### src/wake_pkg.sv
// Purpose: Shared constants for the standby-release mode control block
// Assumes: Word-addressed Avalon-MM slave, four wake channels
// Notes:   Channel 0 ext irq4, 1 ext irq5, 2 cec rx, 3 remote rx0
package wake_pkg;
  localparam int          NUM_CH        = 4;
  localparam int          CH_STRIDE     = 8;
  localparam int          EN_POS        = 0;
  localparam int          ST_POS        = 2;
  localparam int          LS_POS        = 4;
  localparam logic [1:0]  ADDR_MODE_B   = 2'h0;
  localparam logic [1:0]  ADDR_CLEAR    = 2'h1;
  localparam logic [1:0]  ADDR_REQ_STAT = 2'h2;
  localparam logic [2:0]  LVL_LOW       = 3'h0;
  localparam logic [2:0]  LVL_HIGH      = 3'h1;
  localparam logic [2:0]  LVL_FALL      = 3'h2;
  localparam logic [2:0]  LVL_RISE      = 3'h3;
  localparam logic [2:0]  LVL_BOTH      = 3'h4;
  localparam logic [2:0]  LVL_RESET     = LVL_FALL;
  localparam logic [1:0]  EDGE_NONE     = 2'h0;
  localparam logic [1:0]  EDGE_RISE     = 2'h1;
  localparam logic [1:0]  EDGE_FALL     = 2'h2;
  typedef enum logic [1:0] {
    BUS_IDLE = 2'b01,
    BUS_ACK  = 2'b10
  } bus_state_t;
endpackage : wake_pkg

### src/wake_chan_if.sv
// Purpose: Carrier between the register file and one wake channel
// Assumes: Single clock domain
// Notes:   ctrl side is the register file
`timescale 1ns/100ps
`default_nettype none
interface wake_chan_if;
  logic [2:0] level_sel;
  logic       enable;
  logic       clear;
  logic       source;
  logic       request;
  logic [1:0] edge_status;
  modport ctrl (output level_sel, output enable, output clear, output source,
                input request, input edge_status);
  modport chan (input level_sel, input enable, input clear, input source,
                output request, output edge_status);
endinterface : wake_chan_if
`default_nettype wire

### src/wake_ctrl_b.sv
// Purpose: Standby-release mode control for four wake channels
// Assumes: Avalon-MM word addressing, sources synchronous to CLOCK
// Notes:   Each channel owns one byte lane of the mode register
//
// Design decisions made here: register access over Avalon-MM and the address map.
`timescale 1ns/100ps
`default_nettype none
// Notes on behaviour
// - Ext irq5 level field in bits 14-12 selects low, high, fall, rise, both; 101-111 prohibited.
// - Ext irq4 level field in bits 6-4 uses the same codes with the upper three prohibited.
// - Bits 27-26 read the remote rx0 detected edge: none, rising, falling, both.
// - Bits 19-18 read the cec rx detected edge with the same four codes.
// - Bits 11-10 read the ext irq5 detected edge with the same four codes.
// - Bits 3-2 read the ext irq4 detected edge with the same four codes.
// - Enable bits 24, 16, 8 and 0 let a channel release standby when set and block it when clear.
// - Edge status is meaningful only in both-edges mode and then tells which edge woke.
// - Clearing a channel through the interrupt clear register also clears its edge status.
module wake_ctrl_b
  import wake_pkg::*;
(
  input  wire logic        CLOCK,
  input  wire logic        RST_N,
  input  wire logic [1:0]  AVS_ADDRESS,
  input  wire logic        AVS_READ,
  input  wire logic        AVS_WRITE,
  input  wire logic [31:0] AVS_WRITEDATA,
  input  wire logic [3:0]  AVS_BYTEENABLE,
  output logic      [31:0] AVS_READDATA,
  output logic             AVS_WAITREQUEST,
  input  wire logic        EXTERNAL_INTERRUPT_FOUR,
  input  wire logic        EXTERNAL_INTERRUPT_FIVE,
  input  wire logic        CONTROL_BUS_RECEIVE_EVENT,
  input  wire logic        REMOTE_RECEIVE_EVENT_0,
  output logic      [3:0]  CHAN_REQ,
  output logic             WAKE_REQ
);
  typedef struct packed {
    bus_state_t            bus;
    logic [31:0]           rdata;
    logic [NUM_CH-1:0][2:0] level;
    logic [NUM_CH-1:0]     enable;
    logic [NUM_CH-1:0]     clear;
    logic [NUM_CH-1:0]     req;
    logic                  wake;
  } top_state_t;

  top_state_t        st;
  top_state_t        next_st;
  logic [1:0]        rst_sync;
  logic              rst_n;
  logic [NUM_CH-1:0] sources;
  logic [NUM_CH-1:0] chan_req;
  logic [NUM_CH-1:0][1:0] chan_status;
  logic              accept;
  logic [31:0]       mode_word;

  // Release is synchronised; assertion stays asynchronous
  always_ff @(posedge CLOCK or negedge RST_N) begin
    if (!RST_N) begin
      rst_sync <= 2'h0;
    end else begin
      rst_sync <= {rst_sync[0], 1'b1};
    end
  end
  assign rst_n = rst_sync[1];

  assign sources = {REMOTE_RECEIVE_EVENT_0, CONTROL_BUS_RECEIVE_EVENT,
                    EXTERNAL_INTERRUPT_FIVE, EXTERNAL_INTERRUPT_FOUR};

  genvar g;
  generate
    for (g = 0; g < NUM_CH; g++) begin : g_chan
      wake_chan_if cif ();
      assign cif.level_sel  = st.level[g];
      assign cif.enable     = st.enable[g];
      assign cif.clear      = st.clear[g];
      assign cif.source     = sources[g];
      assign chan_req[g]    = cif.request;
      assign chan_status[g] = cif.edge_status;
      wake_channel u_chan (
        .clk   (CLOCK),
        .rst_n (rst_n),
        .ch    (cif.chan)
      );
    end
  endgenerate

  // One byte per channel; reserved and undefined bits read 0
  always_comb begin
    mode_word = '0;
    for (int i = 0; i < NUM_CH; i++) begin
      mode_word[i*CH_STRIDE+LS_POS +: 3] = st.level[i];
      mode_word[i*CH_STRIDE+ST_POS +: 2] = chan_status[i];
      mode_word[i*CH_STRIDE+EN_POS]      = st.enable[i];
    end
  end

  assign accept = (AVS_READ | AVS_WRITE) & (st.bus == BUS_ACK);

  always_comb begin
    next_st       = st;
    next_st.clear = '0;
    next_st.req   = chan_req;
    next_st.wake  = |chan_req;
    case (st.bus)
      BUS_IDLE: begin
        if (AVS_READ || AVS_WRITE) begin
          next_st.bus = BUS_ACK;
          if (AVS_ADDRESS == ADDR_MODE_B) begin
            next_st.rdata = mode_word;
          end else if (AVS_ADDRESS == ADDR_REQ_STAT) begin
            next_st.rdata = {{(32-NUM_CH){1'b0}}, st.req};
          end else begin
            next_st.rdata = '0;
          end
        end
      end
      BUS_ACK: begin
        next_st.bus = BUS_IDLE;
      end
      default: begin
        next_st.bus = BUS_IDLE;
      end
    endcase
    if (accept && AVS_WRITE) begin
      // Both fields of a lane store as written; ordering is software's job
      for (int i = 0; i < NUM_CH; i++) begin
        if (AVS_ADDRESS == ADDR_MODE_B && AVS_BYTEENABLE[i]) begin
          next_st.level[i]  = AVS_WRITEDATA[i*CH_STRIDE+LS_POS +: 3];
          next_st.enable[i] = AVS_WRITEDATA[i*CH_STRIDE+EN_POS];
        end else if (AVS_ADDRESS == ADDR_CLEAR && AVS_BYTEENABLE[0]) begin
          next_st.clear[i]  = AVS_WRITEDATA[i];
        end
      end
    end
  end

  always_ff @(posedge CLOCK or negedge rst_n) begin
    if (!rst_n) begin
      st        <= '0;
      st.bus    <= BUS_IDLE;
      st.level  <= {NUM_CH{LVL_RESET}};
    end else begin
      st <= next_st;
    end
  end

  assign AVS_READDATA    = st.rdata;
  // One-hot idle bit is the flop itself, so waitrequest has no decode
  assign AVS_WAITREQUEST = st.bus[0];
  assign CHAN_REQ        = st.req;
  assign WAKE_REQ        = st.wake;

  a_bus_answer: assert property (@(posedge CLOCK) disable iff (!rst_n)
    (AVS_READ || AVS_WRITE) && st.bus == BUS_IDLE |=> !AVS_WAITREQUEST ##1 AVS_WAITREQUEST)
    else $error("Bus answer not one cycle after request");
  a_mode_write: assert property (@(posedge CLOCK) disable iff (!rst_n)
    accept && AVS_WRITE && AVS_ADDRESS == ADDR_MODE_B && AVS_BYTEENABLE[1]
    |=> st.level[1] == $past(AVS_WRITEDATA[14:12]))
    else $error("Ext irq5 level field not written");
  a_enable_write: assert property (@(posedge CLOCK) disable iff (!rst_n)
    accept && AVS_WRITE && AVS_ADDRESS == ADDR_MODE_B && AVS_BYTEENABLE[3]
    |=> st.enable[3] == $past(AVS_WRITEDATA[24]))
    else $error("Remote rx0 enable not written");
  a_reserved_zero: assert property (@(posedge CLOCK) disable iff (!rst_n)
    !AVS_WAITREQUEST |-> AVS_READDATA[31] == 1'b0 && AVS_READDATA[23] == 1'b0
                       && AVS_READDATA[15] == 1'b0 && AVS_READDATA[7] == 1'b0)
    else $error("Reserved bit read nonzero");
  a_wake_follow: assert property (@(posedge CLOCK) disable iff (!rst_n)
    |chan_req |=> WAKE_REQ ##0 CHAN_REQ == $past(chan_req))
    else $error("Wake request did not follow channels");
  a_clear_pulse: assert property (@(posedge CLOCK) disable iff (!rst_n)
    accept && AVS_WRITE && AVS_ADDRESS == ADDR_CLEAR && AVS_BYTEENABLE[0]
    && AVS_WRITEDATA[2] |=> st.clear[2] ##1 !st.clear[2])
    else $error("Clear pulse malformed");
endmodule : wake_ctrl_b
`default_nettype wire

### src/wake_channel.sv
// Purpose: One wake channel: level/edge detection and edge status
// Assumes: Source synchronous to clk
// Notes:   Prohibited codes never raise a request
`timescale 1ns/100ps
`default_nettype none
module wake_channel
  import wake_pkg::*;
(
  input  wire logic  clk,
  input  wire logic  rst_n,
  wake_chan_if.chan  ch
);
  typedef struct packed {
    logic       prev;
    logic       primed;
    logic       request;
    logic [1:0] status;
  } chan_state_t;

  chan_state_t st;
  chan_state_t next_st;
  logic        rise;
  logic        fall;
  logic        hit;

  always_comb begin
    rise = st.primed & ch.source & ~st.prev;
    fall = st.primed & ~ch.source & st.prev;
    case (ch.level_sel)
      LVL_LOW:  hit = ~ch.source;
      LVL_HIGH: hit = ch.source;
      LVL_FALL: hit = fall;
      LVL_RISE: hit = rise;
      LVL_BOTH: hit = rise | fall;
      default:  hit = 1'b0;
    endcase
    next_st         = st;
    next_st.prev    = ch.source;
    next_st.primed  = 1'b1;
    next_st.request = ch.enable & hit;
    // Set wins over clear so an edge in the clear cycle is kept
    next_st.status  = ch.clear ? EDGE_NONE : st.status;
    if (ch.enable && ch.level_sel == LVL_BOTH) begin
      next_st.status = next_st.status | {fall, rise};
    end
  end

  always_ff @(posedge clk or negedge rst_n) begin
    if (!rst_n) begin
      st <= '0;
    end else begin
      st <= next_st;
    end
  end

  assign ch.request     = st.request;
  assign ch.edge_status = st.status;

  a_low_level_req: assert property (@(posedge clk) disable iff (!rst_n)
    ch.enable && ch.level_sel == LVL_LOW && !ch.source |=> ch.request)
    else $error("Low level did not raise request");
  a_disabled_quiet: assert property (@(posedge clk) disable iff (!rst_n)
    !ch.enable |=> !ch.request)
    else $error("Disabled channel raised request");
  a_prohibited_code: assert property (@(posedge clk) disable iff (!rst_n)
    ch.level_sel > LVL_BOTH |=> !ch.request)
    else $error("Prohibited code raised request");
  a_both_rise_stat: assert property (@(posedge clk) disable iff (!rst_n)
    ch.enable && ch.level_sel == LVL_BOTH && rise |=> ch.edge_status[0] && ch.request)
    else $error("Rising edge not recorded");
  a_both_fall_stat: assert property (@(posedge clk) disable iff (!rst_n)
    ch.enable && ch.level_sel == LVL_BOTH && fall |=> ch.edge_status[1] && ch.request)
    else $error("Falling edge not recorded");
  a_clear_status: assert property (@(posedge clk) disable iff (!rst_n)
    ch.clear && !rise && !fall |=> ch.edge_status == EDGE_NONE)
    else $error("Clear did not empty status");
  a_status_hold: assert property (@(posedge clk) disable iff (!rst_n)
    !ch.clear && ch.level_sel != LVL_BOTH |=> $stable(ch.edge_status))
    else $error("Status changed outside both-edge mode");
endmodule : wake_channel
`default_nettype wire

### config.mk
export PLATFORM = sky130hd
export DESIGN_NAME = wake_ctrl_b
export DESIGN_NICKNAME = d
export VERILOG_FILES = /design/src/wake_pkg.sv /design/src/wake_chan_if.sv /design/src/wake_ctrl_b.sv /design/src/wake_channel.sv
export SDC_FILE = /design/constraint.sdc
export NUM_CORES = 1
export LEC_CHECK = 0
export ABC_AREA = 1
export BUFFER_PORTS_ARGS = -buffer_cell sky130_fd_sc_hd__buf_2
export CAP_MARGIN = 20
export CORE_MARGIN = 1
export CORE_UTILIZATION = 47
export CTS_CLUSTER_SIZE = 40
export DETAILED_ROUTE_END_ITERATION = 8
export PLACE_DENSITY = 0.75
export SLEW_MARGIN = 10
export SYNTH_ARGS = -nofsm -noshare
export SYNTH_HDL_FRONTEND = slang
export SYNTH_SLANG_ARGS = --single-unit
### constraint.sdc
create_clock -name CLOCK -period 2.1 [get_ports CLOCK]
set_input_delay 0.42 -clock CLOCK [delete_from_list [all_inputs] [get_ports CLOCK]]
set_output_delay 0.42 -clock CLOCK [all_outputs]
set_load 0.05 [all_outputs]
Word-level counts from Yosys, hierarchy flattened:

Index checks and enable logic that the tools add are counted.

* flip-flop bits (word level): 78
* input port bits: 46
* output and inout port bits: 38
* logic and storage cells: 133

* eq/ne operators: 21
* multiplexer cells: 25
* bitwise operators: 38
* reduce and logical (&&, ||, !) cells: 22

Operators by type and width (count)
* 2-to-1 mux 34 bit: 1
* 2-to-1 mux 31 bit: 1
* == test 3 x 2 -> 1 bit, second input constant: 8
* bitwise AND 1 bit: 21
* one-hot mux 1 bit (5 select lines): 4
* 2-to-1 mux 2 bit: 9
* == test 3 x 1 -> 1 bit, second input constant: 4
* == test 3 bit, second input constant: 4
* logical NOT 3 bit: 4
* logical AND 1 bit: 10
* AND reduction 2 bit: 5
* 2-to-1 mux 1 bit: 8
* 2-to-1 mux 4 bit: 2
* NOT 1 bit: 8
* OR 2 bit: 4
* OR 1 bit: 5
* == test 2 x 1 -> 1 bit, second input constant: 2
* == test 2 bit, second input constant: 2
* OR reduction 4 bit: 1
* logical NOT 2 bit: 1
* inequality test 2 bit, second input constant: 1
* logical OR 1 bit: 1

Longest topological paths before layout:

Gate-level depths: netlist of the first run.

* depth after elaboration: 6
* mapped depth: 8
* depth with buffers taken out: 8

Modules after synthesis:

A second synthesis of the first run with hierarchy kept.

* cell total of the unflattened synthesis: 415
* area total of the unflattened synthesis: 3535.9 um^2

Modules (own cells, without submodules)
* wake_ctrl_b: instances 1, cells each 267, area an instance 2464.9 um^2, sequential area each 1357.6 um^2
* wake_channel: instances 4, cells each 37, area an instance 267.8 um^2, sequential area each 125.1 um^2

Least setup slack after synthesis of the first run:

OpenSTA, ideal clock, no wires.

* kind: register to register
* start point: register st (netlist bit AVS_WAITREQUEST)
* end point: register st (netlist bit AVS_READDATA[10])
* setup time: 117 ps
* arrival time: 1336 ps
* required time: 1983 ps
* setup slack: 647 ps
* stages on the path, launching flop included: 7
* path buffers: 1
* clock period less this slack: 1453 ps
* path through: dfstp_2 > nand2_1 > nor2_4 > inv_2 > buf_4 > nand2_1 > nand2_1

* word-level cells in the longest chain between the ends: 2

Ends and longest elaborated chain
* start, declared: RTL line wake_ctrl_b.sv:47 `top_state_t st;`
* start signal, assigned: RTL line wake_ctrl_b.sv:144 `st <= next_st;`
* == test 2 x 1 -> 1 bit: RTL line wake_ctrl_b.sv:105 `case (st.bus)`
* AND reduction 2 bit (no source line)

Every way passes these cells.
A chain may end at the register's enable or synchronous reset.

Worst setup path after layout of the first run:

* start point: register st (netlist bit AVS_WAITREQUEST)
* end point: register st (netlist bit AVS_READDATA[3])

Same word-level chain as after synthesis.

==> impl.org, run 1 <==
** CTS
- Num CTS Buffers :: 9
- Clock tree synthesis found a total of 71 sinks.
- Clock insertion delay at the later pin of the skew report :: 350 ps
- The tree is rooted in a clkbuf_8.
- TritonCTS built the clock tree.
- The H-tree generated during clock tree synthesis spans 3 levels.
- In this run the deepest clock path goes through 2 buffers.
- After clock tree synthesis, the clock-pin slew on the worst setup and hold paths is 80 ps.

** STA
- For the pin with the worst max-slew slack, the measured transition is 708 ps.
- Setup violations remaining at the end of the flow were counted as 0.
- Min Clock Period, post-route :: 1810 ps
- Final hold violation count :: 0
- Achievable frequency :: 0.552 GHz
- The worst pin sits at a relative slew slack of 52.7%.
- Dividing the final minimum period by the clock period gives 86.3%.
- Final slew viol count :: 0
- RSZ-0062 raised after global routing :: false
- Clock skew on the completed layout was measured at 10.1 ps.
- Total Negative Setup Slacks :: 0 ps

** Worst setup path
- Sum of buffers and inverters on the critical path :: 1
- Across all register-to-register paths, the minimum setup slack is 290 ps.
- Most frequent cell on the critical path :: a21oi_1
- In this run the critical register-to-register path is captured at AVS_READDATA[3].
- Data arrival time at the worst-slack endpoint :: 2040 ps
- Worst Path Class, Setup :: reg2reg
- On the worst path, the slowest cell contributes a delay of 550 ps.
- At the worst endpoint, the required time is 2330 ps.
- Counting buffers and inverters, the worst setup path is 5 cells deep.
- Counting cells, the worst reg-to-reg path comes to 5.
- Critical Path Fanout Max :: 26
- The signal on the critical path passes through nand2_1 -> nor2_4 -> inv_2 -> a21oi_1 -> a21oi_1.
- Capturing element of the worst setup path :: AVS_READDATA[3]
- Grouping stages by cell kind, the critical path spends the most delay in flip-flops.
- In this run the worst setup path begins at AVS_WAITREQUEST.
- Reg-to-reg critical path startpoint :: AVS_WAITREQUEST
- Type of element capturing the critical path :: flip-flop
- STA classifies the critical path startpoint as a flip-flop.
- Crit-path slowest cell :: dfstp_2

** Place
- Dpl cells :: 479
- Routability cong. :: 0.810
- During placement, the flow inserted port buffers numbering 63.
- The wire-length estimate of the detail-placed layout is 4390 microns.
- Instance area at placement :: 3390 sq um

** Yosys
- Fraction of registers with async set/reset :: 100%
- Post-Syn Area :: 3220 sq um
- Number of synthesized flops with an enable pin :: 0
- Seq cells post-synth :: 71
- Synthesis produced a netlist whose cell count is 371.
- Yosys printed 0 warnings.
- Register area share after synthesis :: 55.3%
- The top cell type by area accounts for 51.2% of the synthesized area.
- Main flop type after synthesis :: dfrtp_1
- Syn Area/Cell :: 8.69 sq um
- Cell taking the most area after synthesis :: dfrtp_1
- The netlist uses 20 different library cells.
- Synth area leaders :: dfrtp_1, nand2_1, buf_4

** Die
- Once the floorplan was initialized, standard cells occupied 49.6% of the core.
- The floorplan has 29 rows.
- Horizontal die dimension :: 84.8 microns
- For this design the top-level I/O count stands at 84.
- Area enclosed by the die boundary :: 7200 sq um
- Core area :: 6490 sq um
- The floorplan step set the die height to 84.8 microns.

** Cells and area
- Final net count :: 461
- Fraction of layout cells with a size suffix above 1 :: 23.3%
- Post-layout instance count excluding filler cells :: 497
- Post-route cell area :: 3640 sq um
- From synthesis to final layout, the design area changed by 12.9%.
- The repair_antennas step left the layout with diodes totalling 0.

** Routing
- Starting DRT DRC Count :: 135
- Vias per inst :: 5.08
- DRT antenna net count :: 0
- Average detailed-routed wire length per instance :: 13.2 microns
- In the routed design, unresolved DRC markers number 4.
- Summed over all layers, the routed wires come to 6560 microns.
- Total via count after detailed routing :: 2,526
- The first detailed-routing pass ran for 7 iterations.

** Global route
- Pin count of the biggest net entering global routing :: 47
- Global-route total usage across every layer :: 19.5%
- Via count of the first global-routing pass :: 2,501
- Remaining global-route overflow :: 0
- Antenna violations before repair :: 0
- The first global-routing pass estimated 10,900 microns of wire.

** Flow run
- Across the run, the number of max-cap violations was 0.

** Power and ir drop
- Per report_power, the clock group accounts for 23.5% of the total.
- Power share of the combinational group :: 36.8%
- VDD sags by at most 0.587 mV.
- Reported net switching power :: 2.27 mW
- Internal power comes to 2.99 mW.
- The share of total power dissipated in sequential elements is 39.6%.
- For this design the static power due to leakage is 2.03 nW.
- Total power density per cell area :: 1450 nW/um^2
- Net switching is 43.2% of the power.

** Worst hold path
- The worst hold path belongs to the class in2reg.

** Status
- Outcome :: finished, violations left
- Failing checks :: DRC
==> power groups by stage <==
stage	clock network [mW]	logic, mW	registers, mW
after global routing	1.30	2.10	2.14
after detailed placement	0	1.90	2.11
after CTS	1.26	1.91	2.08
after floorplan	0	1.78	2.10
after global placement	0	1.86	2.09
final	1.24	1.94	2.08
==> final cells by class <==
class | count | area (sq um)
flip-flops and latches | 71 | 1780
multi-input cells | 223 | 1000
clock inverters | 5 | 80.1
fillers | 571 | 2860
clock buffers | 11 | 151
repair buffers | 68 | 368
well taps | 77 | 96.3
inverters | 42 | 158
==> how the worst min path moves through the flow <==
stage,startpoint,endpoint,slack (ps),depth (start not counted)
2_1_floorplan,RST_N,rst_sync[0],120,0
3_3_place_gp,RST_N,rst_sync[0],210,1
4_1_cts,EXTERNAL_INTERRUPT_FOUR,g_chan[0].u_chan.st[4],210,1
6_report,EXTERNAL_INTERRUPT_FOUR,g_chan[0].u_chan.st[4],210,1
5_1_grt,EXTERNAL_INTERRUPT_FOUR,g_chan[0].u_chan.st[4],210,1
3_5_place_dp,RST_N,rst_sync[0],210,1
==> routing by layer <==
layer,track usage (%),routed length (microns)
met3,3.79,351
met5,0,0
met1,23.1,2750
met2,34.2,3330
met4,9.55,126
==> flip-flops by register name (all words and copies together) (netlist names) <==
signal                        flops
g_chan.cif.enable                 4
g_chan.u_chan.st                  5
g_chan.u_chan.ch.request          4
st                                1
WAKE_REQ                          1
g_chan.cif.clear                  4
CHAN_REQ                          4
AVS_WAITREQUEST                   1
g_chan.u_chan.ch.edge_status      8
rst_sync                          2
AVS_READDATA                     25
g_chan.cif.level_sel             12
==> cells in the mapped netlist, types with 3 or more instances <==
cell / instances
o22ai_1: 8
inv_1: 41
dfrtp_1: 66
nor3b_1: 3
nor2_1: 43
o21ai_1: 6
nand2_1: 83
nand3_2: 4
a21oi_1: 16
buf_2: 5
nand3_1: 44
buf_4: 37
dfstp_2: 5
==> per-stage QoR <==
step	util, %	setup slack, ps	power, mW	hold slack (ps)
2_1_floorplan	-	647	3.87	124
3_3_place_gp	52.2	179	3.95	205
3_5_place_dp	52.2	127	4.01	206
4_1_cts	55.9	123	5.25	206
5_1_grt	56.0	133	5.55	212
6_report	56.0	288	5.26	207
==> cell families after synthesis <==
group / Yosys count / share of synthesized area, %
other cells: 2 / 0.233
compound gates: 30 / 4.97
simple gates: 183 / 24.9
buf+inv: 85 / 14.6
flops: 71 / 55.3
==> what timing repair did <==
item | CTS | global route
hold buffers | 1 | 0
resized for setup | 0 | 0
endpoints found under the setup margin | 0 | 3
buffers inserted | 0 | 0
hold endpoints to repair | 2 | 0
==> layout by cell type, fill, tap and decap left out, drive strengths merged <==
master and count:
nand2 83, buf 67, dfrtp 66, nand3 48, nor2 47, inv 42, a21oi 16, clkbuf 11
conb 9, o22ai 8, o21ai 6, dfstp 5, nor3b 3, nor3 2, bufinv 2, clkinvlp 2
or4 1, clkinv 1, dlygate4sd3 1
Power figures use the tool's default switching activity.
==> run 2, diff against run 1 <==
BUFFER_PORTS_ARGS = not set   (was -buffer_cell sky130_fd_sc_hd__buf_2)
CORE_UTILIZATION = 56   (was 47)
DONT_BUFFER_PORTS = 1   (was not set)
PLACE_DENSITY = 0.74   (was 0.75)
==> impl.org, run 2 (synthesized netlist as in run 1, its figures left out) <==
** STA
- Final hold violation count :: 0 (unchanged)
- Total Negative Setup Slacks :: 0 ps (unchanged)
- Final critical-path share of the clock period :: 75.2% (-11 points)
- The number of slew-limit violations in the final report is 0 (unchanged).
- Fin Hold WS :: 106 ps (-101 ps)
- Min Clock Period, post-route :: 1580 ps (-233 ps)
- The transition time of the tightest slew-check pin came to 559 ps (-150 ps).
- The headroom to the max-slew limit was 62.7% (+9.9 points).
- The setup skew after layout came to 7.92 ps (-2.20 ps).
- The final count of negative-setup-slack endpoints is 0 (unchanged).
- Achievable frequency :: 0.633 GHz (+15%)
- Setup repair after global routing left no endpoint under its margin.

** CTS
- CTS placed an instance of clkbuf_8 at the clock tree root.
- Num CTS Buffers :: 9 (unchanged)
- TritonCTS built the clock tree.
- The clock insertion delay at the later pin of the skew report came to 340 ps (about the same).
- The clock net sink count is 71 (unchanged).
- Maximum count of clock buffers along a single path :: 2 (unchanged)
- CTS clock-pin slew for the worst setup and hold paths :: 70 ps (about the same)
- The number of H-tree levels came to 3 (unchanged).
- The number of post-CTS setup repair buffers was 0 (unchanged).

** Cells and area
- The number of standard cells in the final layout excluding fillers came to 430 (-13%).
- Area delta synth->final :: 2.33%
- Leaving out fill and tap cells, the most frequent cell in the layout is nand2_1.
- The filler cell count was 521 (-8.8%).
- The number of flip-flops in the largest register was 25 (unchanged).
- Commonest cells after routing, fill and taps aside :: nand2_1, dfrtp_1, nand3_1
- The fraction of layout cells with a size suffix above 1 came to 9.52% (-14 points).
- Final net count :: 398 (-14%)
- The utilization after layout was 59.6% (+3.5 points).
- The final non-filler cell area is 3300 sq um (-9.4%).

** Power and ir drop
- The share of total power in the clock network came to 23.1% (-0.4 points).
- Reg power frac :: 58.6% (+19 points)
- Reported net switching power :: 2.18 mW (-4.2%)
- Total power density per cell area :: 1490 nW/um^2 (+3.1%)
- The worst-case vdd ir drop came to 0.594 mV (+1.2%).
- The part of the power in combinational logic was 18.3% (-19 points).
- The switching power as a share of total power was 44.3% (+1.1 points).
- The leakage power is 1.75 nW (-14%).
- The cell internal power dissipation was 2.74 mW (-8.4%).

** Place
- The count of buffers inserted at the top-level ports is 0 (-100%).
- Instance area at placement :: 3080 sq um (-9.3%)
- The placed wire-length estimate after detailed placement is 4210 microns (-4.0%).
- The instance count after placement with tap cells included was 412 (-14%).
- Routability cong. :: 0.826 (+1.9%)

** Global route
- Antenna violations before repair :: 1 (+1)
- Global-route total usage across every layer :: 22.8% (+3.3 points)
- Pin count of the biggest net entering global routing :: 70 (+49%)
- The via count of the first global-routing pass was 2,182 (-13%).
- The global-route wire length before repair was 10,400 microns (-4.0%).
- Remaining global-route overflow :: 0 (unchanged)

** Die
- Top-level I/O count :: 84 (unchanged)
- The area of the die is 6070 sq um (-16%).
- The core area came to 5540 sq um (-15%).
- The die outline height is 77.9 microns (-8.2%).
- Initial Util :: 58.2% (+8.6 points)
- Horizontal die dimension :: 77.9 microns (-8.2%)
- Placement Rows :: 27 (-6.9%)

** Worst hold path
- The count of cells along the worst hold path was 0 (-1).
- Hold/Removal Path Class :: in2reg

** Worst setup path
- Critical Path Fanout Max :: 26 (unchanged)
- STA classifies the critical path startpoint as a flip-flop.
- The data arrival time of the critical path is 1800 ps (-240 ps).
- Cells traversed along the worst timing path :: nand2_1 -> nor2_4 -> inv_2 -> a21oi_1 -> a21oi_1
- The number of cell instances on the worst register-to-register path was 5 (unchanged).
- Most frequent cell on the critical path :: a21oi_1
- STA classifies the critical path endpoint as a flip-flop.
- The worst setup path is of the reg2reg kind.
- The worst stage delay on the critical path is 710 ps (+160 ps).
- Crit-path slowest cell :: dfstp_2
- Required time of the critical path :: 2320 ps (about the same)

** Routing
- The number of vias per cell after detailed routing came to 5.13 (+0.94%).
- Total via count after detailed routing :: 2,206 (-13%)
- The detailed router's first-iteration violation count was 166 (+23%).
- Length of the first detailed-routing pass in iterations :: 6 (-1)
- The final routed wirelength across all metal layers came to 6210 microns (-5.3%).
- Average detailed-routed wire length per instance :: 14.4 microns (+9.4%)
- The remaining antenna violation count after routing came to 0 (unchanged).
- The detailed-route DRC error count came to 0 (-4).

** Flow run
- The max-capacitance violation count came to 0 (unchanged).

** Status
- The flow ran to the end, and the final reports show no timing, DRC or antenna violations.
-- run 2: layout make-up --
type,count,area [sq um],area share [%]
antenna,1,2.50,0.0758
clock buffer,13,169,5.12
clock inverter,3,40.0,1.21
inverter,42,158,4.78
multi-input combinational,222,996,30.2
sequential,71,1780,54.1
tap,72,90.1,2.73
timing repair buffer,6,60.1,1.82
-- run 2: timing repair --
action / CTS / global route
hold endpoints to repair: 2 / 0
hold buffers: 1 / 0
resized for setup: 0 / 0
-- run 2: power by group through the flow --
stage | Combinational [mW] | Sequential [mW] | Clock (mW)
global placement | 0.855 | 2.89 | 0
CTS | 0.899 | 2.88 | 1.15
detailed placement | 0.890 | 2.91 | 0
global route | 1.02 | 2.94 | 1.22
finish | 0.900 | 2.88 | 1.13
floorplan | 1.78 | 2.10 | 0
-- run 2: per-stage QoR --
stage               power (mW)  worst slack [ps]
finish                    4.91               521
global route              5.18               454
CTS                       4.94               523
detailed placement        3.80               543
global placement          3.74               561
floorplan                 3.87               647
-- run 2: critical path: cells and delay by family, from the launching register on --
| family | cells | cell delay (ps) |
|---|---|---|
| AO/OA/AOI/OAI | 2 | 270 |
| flip-flops | 1 | 710 |
| AND/OR/NAND/NOR | 2 | 270 |
| buffers and inverters | 1 | 200 |
-- run 2: path summary, 6_finish.rpt --
path                                              end                     from  slack, ps
min                            g_chan[0].u_chan.st[4]  EXTERNAL_INTERRUPT_FOUR        110
max in group asynchronous  g_chan[0].cif.level_sel[1]              rst_sync[1]       1490
max                                   AVS_READDATA[2]          AVS_WAITREQUEST        520
min reg2reg                          AVS_READDATA[22]              rst_sync[1]        280
max reg2reg                           AVS_READDATA[2]          AVS_WAITREQUEST        520
min in group asynchronous            AVS_READDATA[22]              rst_sync[1]        280
-- run 2: per-layer routing --
metal | share of wire [%] | global-route usage, % | wire length [microns] | up-vias
met5 | 0 | 0 | 0 | -
met4 | 2.2 | 10.9 | 134 | 0
met3 | 5.2 | 6.12 | 323 | 14
met2 | 50 | 37.9 | 3090 | 67
met1 | 43 | 27.5 | 2660 | 1039
li1 | - | - | - | 1086
